### src/include/fet_mux_pkg.sv
package fet_mux_pkg;
   // ****************************************
   // switch counts
   // ****************************************
   localparam int          CHAN_FETS      = 48;             // channel fets, switched as pairs
   localparam int          CHAN_PAIRS     = CHAN_FETS / 2;
   localparam int          BANK_CHANS     = 12;             // channels in each bank
   localparam int          TREE_PAIRS     = 4;
   localparam int          CMD_W          = 7;
   localparam int          STAT_W         = 8;
   // ****************************************
   // command codes
   // ****************************************
   localparam logic [6:0]  CH_RELAY       = 7'h5a;          // 90 isolation relays
   localparam logic [6:0]  CH_SOURCE      = 7'h5b;          // 91 source tree
   localparam logic [6:0]  CH_SENSE       = 7'h5c;          // 92 sense tree
   localparam logic [6:0]  CH_TWO_WIRE    = 7'h5d;          // 93 two-wire resistance
   localparam logic [6:0]  CH_FOUR_WIRE   = 7'h5e;          // 94 four-wire resistance
   localparam logic [6:0]  SE_LAST_CHAN   = 7'h2f;          // 47 last single-ended channel
   localparam logic [6:0]  DIFF_LAST_CHAN = 7'h17;          // 23 last differential channel
   localparam logic [6:0]  BANK_B_FIRST   = 7'h0c;          // 12 first bank b channel
   // ****************************************
   // tree pair positions
   // ****************************************
   localparam int          TREE_SENSE_A   = 0;
   localparam int          TREE_SENSE_B   = 1;
   localparam int          TREE_SOURCE_A  = 2;
   localparam int          TREE_SOURCE_B  = 3;
   // ****************************************
   // status bits and reset values
   // ****************************************
   localparam int          STAT_RELAY_OPEN = 7;
   localparam int          STAT_NO_CABLE   = 6;
   localparam logic [7:0]  STAT_RESET      = 8'hc0;
   localparam logic [11:0] BANK_RESET      = 12'h000;
   localparam logic [3:0]  TREE_RESET      = 4'h0;
endpackage

### src/logic/fet_mux_switch_control.sv
// How it works
// - 24 channel pairs in two banks of 12, each bank one common node
// - closing a channel in a bank opens every other channel of that bank
// - four tree pairs: two to the sense bus, two to the source bus
// - tree path goes to backplane bus or ribbon cable per selected path
// - differential: 91 source, 92 sense, 93 two-wire, 94 four-wire trees
// - single-ended: only 91, 92, 93 act on trees, 94 ignored
// - single-ended: tree pair picks one high line of a channel pair
// - pseudo-channel 90 connects or isolates the card from the bus
// - relays stay closed until an open command, an overvoltage or a reset
// - overvoltage detector opens relays without any command
// - ribbon cable path may command the switches like the backplane
// - status bit 7 high after open command, low after close command
// - status bit 6 low while ribbon cable attached, high otherwise
`timescale 1ns/1ps
`default_nettype none
module fet_mux_switch_control (
   input  wire logic                             sys_clk,
   input  wire logic                             rstn,
   input  wire logic                             single_ended,
   input  wire logic                             bp_valid,
   input  wire logic [fet_mux_pkg::CMD_W-1:0]    bp_chan,
   input  wire logic                             bp_close,
   input  wire logic                             rib_strobe,
   input  wire logic [fet_mux_pkg::CMD_W-1:0]    rib_chan,
   input  wire logic                             rib_close,
   input  wire logic                             rib_cable_n,
   input  wire logic                             overvoltage,
   output logic      [fet_mux_pkg::BANK_CHANS-1:0] bank_a_q,
   output logic      [fet_mux_pkg::BANK_CHANS-1:0] bank_b_q,
   output logic      [fet_mux_pkg::TREE_PAIRS-1:0] tree_q,
   output logic                                  path_ribbon_q,
   output logic                                  relay_close_q,
   output logic      [fet_mux_pkg::STAT_W-1:0]   status_q
);
   import fet_mux_pkg::*;

   // ****************************************
   // reset release
   // ****************************************
   logic rst_s1_q;
   logic rst_s2_q;
   logic rst_n;

   // two flops so reset leaves on a clock edge
   // entry stays asynchronous, so the switches open even without a clock
   always_ff @(posedge sys_clk or negedge rstn) begin
      if (!rstn) begin
         rst_s1_q <= 1'b0;
         rst_s2_q <= 1'b0;
      end else begin
         rst_s1_q <= 1'b1;
         rst_s2_q <= rst_s1_q;
      end
   end
   assign rst_n = rst_s2_q;

   // ****************************************
   // pin synchronisers
   // ****************************************
   localparam int SYNC_W = CMD_W + 5;
   // cable detect idles high, so reset must not fake an attached cable
   localparam logic [SYNC_W-1:0] SYNC_IDLE = SYNC_W'(4'h4);
   logic [SYNC_W-1:0] pin_raw;
   logic [SYNC_W-1:0] sync1_q;
   logic [SYNC_W-1:0] sync2_q;
   logic              strobe3_q;

   // ribbon number lines need no handshake: the voltmeter holds them
   // steady for three clocks before the strobe rises and while it is high
   assign pin_raw = {rib_chan, rib_close, rib_strobe, rib_cable_n, overvoltage, single_ended};

   // two flops on every pin, third flop only for the strobe edge
   always_ff @(posedge sys_clk or negedge rst_n) begin
      if (!rst_n) begin
         sync1_q   <= SYNC_IDLE;
         sync2_q   <= SYNC_IDLE;
         strobe3_q <= 1'b0;
      end else begin
         sync1_q   <= pin_raw;
         sync2_q   <= sync1_q;
         strobe3_q <= sync2_q[3];
      end
   end

   // pin levels after the second flop; only the strobe is edge detected
   logic             se_s;
   logic             ovp_s;
   logic             cable_n_s;
   logic             rib_evt;
   logic             rib_close_s;
   logic [CMD_W-1:0] rib_chan_s;

   assign se_s        = sync2_q[0];
   assign ovp_s       = sync2_q[1];
   assign cable_n_s   = sync2_q[2];
   assign rib_evt     = sync2_q[3] & ~strobe3_q;   // rising strobe
   assign rib_close_s = sync2_q[4];
   assign rib_chan_s  = sync2_q[SYNC_W-1:5];

   // ****************************************
   // command selection
   // ****************************************
   logic             pend_q;
   logic             pend_d;
   logic [CMD_W-1:0] pchan_q;
   logic [CMD_W-1:0] pchan_d;
   logic             pclose_q;
   logic             pclose_d;
   logic             go;
   logic             go_close;
   logic             go_rib;
   logic [CMD_W-1:0] go_chan;

   // backplane first; a ribbon command waits while it is busy
   // a second strobe while one waits replaces it, so the voltmeter
   // must space its commands; the latest one is the one applied
   always_comb begin
      pend_d   = pend_q;
      pchan_d  = pchan_q;
      pclose_d = pclose_q;
      if (rib_evt) begin
         pend_d   = 1'b1;
         pchan_d  = rib_chan_s;
         pclose_d = rib_close_s;
      end else if (!bp_valid) begin
         pend_d   = 1'b0;
      end
   end

   // pending ribbon command with its latched number
   always_ff @(posedge sys_clk or negedge rst_n) begin
      if (!rst_n) begin
         pend_q   <= 1'b0;
         pchan_q  <= '0;
         pclose_q <= 1'b0;
      end else begin
         pend_q   <= pend_d;
         pchan_q  <= pchan_d;
         pclose_q <= pclose_d;
      end
   end

   // merged command seen by the decode, at most one per cycle
   assign go       = bp_valid | pend_q;
   assign go_rib   = ~bp_valid & pend_q;
   assign go_chan  = bp_valid ? bp_chan : pchan_q;
   assign go_close = bp_valid ? bp_close : pclose_q;

   // ****************************************
   // channel index decode
   // ****************************************
   logic             in_range;
   logic             bank_sel_b;
   logic [CMD_W-1:0] pair_idx;
   logic [CMD_W-1:0] bank_idx;
   logic             odd_line;

   // single-ended numbers name one high line: two lines per pair
   // pseudo-channels fall outside both ranges, so they never touch a bank
   // bank b holds pairs 12 to 23, rebased to 0 to 11 for the one-hot
   always_comb begin
      in_range = se_s ? (go_chan <= SE_LAST_CHAN) : (go_chan <= DIFF_LAST_CHAN);
      pair_idx = se_s ? {1'b0, go_chan[CMD_W-1:1]} : go_chan;
      odd_line = se_s & go_chan[0];
      bank_sel_b = (pair_idx >= BANK_B_FIRST);
      bank_idx = bank_sel_b ? (pair_idx - BANK_B_FIRST) : pair_idx;
   end

   // ****************************************
   // switch state
   // ****************************************
   logic [BANK_CHANS-1:0] bank_a_d;
   logic [BANK_CHANS-1:0] bank_b_d;
   logic [BANK_CHANS-1:0] hot;
   logic [TREE_PAIRS-1:0] tree_d;
   // parity of the last single-ended number picks the a or b tree pair
   logic                  odd_q;
   logic                  odd_d;
   logic                  path_d;
   logic                  relay_d;
   logic [STAT_W-1:0]     status_d;

   // one-hot line for the addressed channel within its bank
   genvar gi;
   generate
      for (gi = 0; gi < BANK_CHANS; gi++) begin : g_hot
         assign hot[gi] = (bank_idx == CMD_W'(gi));
      end
   endgenerate

   // next state of banks, trees, relays and status
   always_comb begin
      bank_a_d = bank_a_q;
      bank_b_d = bank_b_q;
      tree_d   = tree_q;
      odd_d    = odd_q;
      path_d   = path_ribbon_q;
      relay_d  = relay_close_q;
      if (go) begin
         // the route follows whichever side sent the last command
         path_d = go_rib;
         if (in_range) begin
            odd_d = odd_line;
            // a close replaces the bank, so only one channel stays on
            if (bank_sel_b) begin
               bank_b_d = go_close ? hot : (bank_b_q & ~hot);
            end else begin
               bank_a_d = go_close ? hot : (bank_a_q & ~hot);
            end
         end
         // apart from 94 on a single-ended card, which is ignored, any tree close replaces the whole tree state and an open drops
         // every pair, so no stale pair stays on behind a new selection
         case (go_chan)
            CH_RELAY: begin
               relay_d = go_close;
            end
            CH_SOURCE: begin
               if (!go_close) begin
                  tree_d = TREE_RESET;
               end else if (se_s) begin
                  tree_d = TREE_RESET;
                  tree_d[odd_q ? TREE_SOURCE_B : TREE_SOURCE_A] = 1'b1;
               end else begin
                  tree_d = TREE_RESET;
                  tree_d[TREE_SOURCE_A] = 1'b1;
                  tree_d[TREE_SOURCE_B] = 1'b1;
               end
            end
            CH_SENSE: begin
               if (!go_close) begin
                  tree_d = TREE_RESET;
               end else if (se_s) begin
                  tree_d = TREE_RESET;
                  tree_d[odd_q ? TREE_SENSE_B : TREE_SENSE_A] = 1'b1;
               end else begin
                  tree_d = TREE_RESET;
                  tree_d[TREE_SENSE_A] = 1'b1;
                  tree_d[TREE_SENSE_B] = 1'b1;
               end
            end
            // single-ended two-wire closes the sense and source pair of the same side, differential closes all four pairs
            CH_TWO_WIRE: begin
               if (!go_close) begin
                  tree_d = TREE_RESET;
               end else if (se_s) begin
                  tree_d = TREE_RESET;
                  tree_d[odd_q ? TREE_SENSE_B : TREE_SENSE_A] = 1'b1;
                  tree_d[odd_q ? TREE_SOURCE_B : TREE_SOURCE_A] = 1'b1;
               end else begin
                  tree_d = '1;
               end
            end
            // single-ended cards have no four-wire setup, so 94 is ignored
            CH_FOUR_WIRE: begin
               if (!se_s) begin
                  tree_d = TREE_RESET;
                  tree_d[TREE_SENSE_A]  = go_close;
                  tree_d[TREE_SOURCE_B] = go_close;
               end
            end
            default: begin
            end
         endcase
      end
      // the detector wins over any close in the same cycle
      // the detector passes two flops, so the relays open two clocks late
      // and a close that lands while the level is high is lost
      if (ovp_s) begin
         relay_d = 1'b0;
      end
      // bit 7 follows the relay command, not the settled contacts
      status_d = '0;
      status_d[STAT_RELAY_OPEN] = ~relay_d;
      status_d[STAT_NO_CABLE]   = cable_n_s;
   end

   // everything open out of reset
   // status resets to relays open and no cable seen
   always_ff @(posedge sys_clk or negedge rst_n) begin
      if (!rst_n) begin
         bank_a_q      <= BANK_RESET;
         bank_b_q      <= BANK_RESET;
         tree_q        <= TREE_RESET;
         relay_close_q <= 1'b0;
         odd_q         <= 1'b0;
         path_ribbon_q <= 1'b0;
         status_q      <= STAT_RESET;
      end else begin
         bank_a_q      <= bank_a_d;
         bank_b_q      <= bank_b_d;
         tree_q        <= tree_d;
         relay_close_q <= relay_d;
         odd_q         <= odd_d;
         path_ribbon_q <= path_d;
         status_q      <= status_d;
      end
   end

endmodule
`default_nettype wire

### config.mk
export PLATFORM = sky130hd
export DESIGN_NAME = fet_mux_switch_control
export DESIGN_NICKNAME = d
export VERILOG_FILES = /design/src/include/fet_mux_pkg.sv /design/src/logic/fet_mux_switch_control.sv
export SDC_FILE = /design/constraint.sdc
export NUM_CORES = 1
export LEC_CHECK = 0
export CAP_MARGIN = 20
export CORE_UTILIZATION = 30
export DETAILED_ROUTE_END_ITERATION = 8
export DONT_BUFFER_PORTS = 1
export PLACE_DENSITY = 0.53
export SYNTH_ARGS = -nofsm -noshare
export SYNTH_HDL_FRONTEND = slang
export SYNTH_SLANG_ARGS = --single-unit
### constraint.sdc
create_clock -name sys_clk -period 3.04 [get_ports sys_clk]
set_clock_uncertainty 0.2 [all_clocks]
set_input_delay 0.152 -clock sys_clk [delete_from_list [all_inputs] [get_ports sys_clk]]
set_output_delay 0.152 -clock sys_clk [all_outputs]
set_load 0.03 [all_outputs]
==> impl_metrics.tcl <==
set metrics [dict create \
    status "complete, but fails checks" \
    violations "DRC" \
    tritoncts "done" \
    nets 365 \
    setup_violations 0 \
    path_class "register to register" \
    r2r-end "bank_a_q[0]$_DFFE_PN0P_" \
    clock_path_buffers 2 \
    crit_fanout 9 \
    startpoint_type "register" \
    postSynthCellCount 312 \
    grt_usage_pct 14.21 \
    die_area_sq_um 12320 \
    cap_viol_max_count 0 \
    chipWidth_um 111.0 \
    ys_seq_area_share_pct 48.60 \
    syn_area_sq_um 3563 \
    drt_iter0_drc 222 \
    hold_depth 4 \
    path_buf_inv 1 \
    slew_headroom_pct 39.48 \
    path_depth 9 \
    antenna_left 0 \
    hpwl_um 5839 \
    synth_cell_types 64 \
    drcViolationCount 15 \
    peakVddDrop_mv 0.3462 \
    grt_max_degree 48 \
    report.final.slew_viol_count 0 \
    ys_async_sr_fraction_pct 100.0 \
    dr_total_vias 2646 \
    core_area_sq_um 11520 \
    rrSetupSlack_ps 70 \
    area_growth_pct 22.05 \
    vias_per_cell 5.411 \
    tightest_slew_ps 907.7 \
    drive_above_1_share_pct 27.17 \
    cts_made_buffers 9 \
    p_switching_mw 1.098 \
    cts.sinks 69 \
    period_share_pct 97.76 \
    antenna_found_initial 0 \
    synth_flop_cell "dfrtp_1" \
    n_antenna_cell 0 \
    start_util_pct 30.94 \
    clkTransAtPathRegs_ps 50 \
    fin_tns_setup_ps 0 \
    fmax_mhz 336.5 \
    p_int_mw 2.232 \
    clock_latency_ps 330 \
    setup_slack_ps 68.03 \
    grt_pass1_wl_um 13760 \
    cts_max_level 3 \
    final_common_cell "dfrtp_1" \
    regArea_sq_um 1733 \
    cts_root_buffer "clkbuf_16" \
    multi_input_area_sq_um 1718 \
    cp_cell_sequence "mux4_2, ha_2, nand4b_1, nand4_1, buf_4, nor4_4, a2bb2oi_4, a31oi_1, nand2b_1" \
    power_density_nw_per_um2 765.5 \
    timing.rr.start "pchan_q[3]$_DFFE_PN0P_" \
    yosys_register_bits 69 \
    first_global_vias 2601 \
    globalplace.congestion 0.8353 \
    yosys-top-cells-area "dfrtp_1 (46%), nand2_1 (4.0%), mux2_2 (3.2%)" \
    switching_share_pct 32.97 \
    final_cell_mix "dfrtp_1 (64), nand2_1 (38), dlygate4sd3_1 (18)" \
    design_area_sq_um 4349 \
    leakage_nw 1.723 \
    grt_overflow 0 \
    yosys.area.top_type "dfrtp_1" \
    hold_path.class "primary input to register" \
    routedWlPerCell_um 17.38 \
    yosys.area.top_type_share_pct 45.65 \
    hold_start "bp_chan[0]" \
    avgSynthCellArea_sq_um 11.42 \
    arrival_ps 2980 \
    dpl_worst_slack_ps -15.05 \
    cp-end-kind "register" \
    synth-edff-count 0 \
    hold_viol_final 0 \
    yosysWarnings 0 \
    cp_top_family "simple AND/OR/NAND/NOR gates" \
    slowest_delay_ps 500 \
    reg2reg_depth 9 \
    hold_path_end "tree_q[0]$_DFFE_PN0P_" \
    rows 39 \
    cp_slowest_cell "mux4_2" \
    comb_power_share_pct 20.9 \
    pwr-share-seq_pct 40.4 \
    dr.pass1.iters 9 \
    n_fill_cell 1103 \
    die_h_um 111.0 \
    finalWirelength_um 8499 \
    p_clk_share_pct 38.8 \
    port_buffers 0 \
    final_util_pct 37.77 \
    post_dp_cell_area_sq_um 3680 \
    pin_count 61 \
    fin_crit_ps 2972 \
    crit_required_ps 3050 \
]
==> repair_timing <==
item,4_1_cts,5_1_grt
pin swaps,1,4
buffers inserted,0,5
gates resized for setup,1,12
endpoints found under the setup margin,2,24
hold endpoints to repair,17,4
hold buffers,16,2
==> worst min-delay path: cells and delay by family <==
| family | cells | cell delay (ps) |
|---|---|---|
| AOI/OAI and AO/OA | 2 | 140 |
| muxes | 1 | 140 |
| and+or+nand+nor | 1 | 60 |
==> how the worst max path moves through the flow <==
stage | startpoint | end | slack, ps
global route | pchan_q[3]$_DFFE_PN0P_ | bank_b_q[8]$_DFFE_PN0P_ | -40
finish | pchan_q[3]$_DFFE_PN0P_ | bank_a_q[0]$_DFFE_PN0P_ | 70
CTS | pchan_q[3]$_DFFE_PN0P_ | bank_b_q[7]$_DFFE_PN0P_ | 40
detailed placement | pchan_q[3]$_DFFE_PN0P_ | bank_b_q[7]$_DFFE_PN0P_ | -20
floorplan | sync2_q[0]$_DFF_PN0_ | bank_b_q[7]$_DFFE_PN0P_ | 190
global placement | pchan_q[2]$_DFFE_PN0P_ | bank_b_q[7]$_DFFE_PN0P_ | 70
==> Yosys cell counts, drive strengths merged (2+ instances only) <==
cell      n
nor3     10
o22ai     3
dfstp     4
dfrtp    65
nand3    11
mux2i    12
clkbuf    4
mux4      3
o311a     2
conb      2
a21o      5
o311ai   13
nor2     13
nand4    10
o21ai     8
mux2     12
a2bb2oi   2
inv       5
nand2    39
nand4b    2
o211ai    5
or2       2
nor4      2
a32oi    12
nor2b     4
and4      3
a21oi    12
a31oi     5
o31ai     2
a211o     2
nand2b    7
buf      19
==> power by group through the flow <==
stage          combinational (mW)  clock (mW)  sequential (mW)
2_1_floorplan               0.508           0             1.33
3_3_place_gp                0.601           0             1.37
3_5_place_dp                0.609           0             1.38
4_1_cts                     0.630        1.33             1.36
5_1_grt                     0.763        1.36             1.36
6_report                    0.695        1.29             1.34
==> registers in the layout, summed over array words and instances (netlist names), 2 cells and up <==
register  cells
sync2_q      12
sync1_q      12
status_q      2
bank_a_q     12
tree_q        4
bank_b_q     12
pchan_q       7
==> per-stage QoR <==
step                      instances  power (mW)  hold slack (ps)
final                           489       3.329            19.56
after global routing            489       3.489            41.70
after CTS                       481       3.319            6.168
after detailed placement        449       1.985           -343.5
after global placement          449       1.974           -343.5
after floorplan                 317       1.841           -343.6
==> metal layers <==
| layer | GRT usage, % | share of wire, % | up-vias |
|---|---|---|---|
| met2 | 23.19 | 48 | 99 |
| li1 | - | - | 1237 |
| met4 | 4.749 | 1.2 | 0 |
| met5 | 0 | 0 | - |
| met3 | 4.538 | 7.0 | 8 |
| met1 | 17.73 | 43 | 1302 |
==> layout make-up <==
class	instances	area share [%]
sequential	69	39.84
multi-input combinational	220	39.50
timing repair buffer	36	7.537
clock buffer	10	5.495
tap	143	4.114
clock inverter	6	3.078
inverter	5	0.4315
==> cell families (layout without fill, tap and decap cells) <==
kind of cell	after synthesis	in the layout	synth area share, %
buffers and inverters	28	57	5.477
other	2	7	0.2108
muxes	27	27	9.831
adders and majority gates	1	1	0.3511
and+or+nand+nor	107	107	16.78
AOI/OAI and AO/OA	78	78	18.75
DFF	69	69	48.60
(Power assumes the default switching activity.)
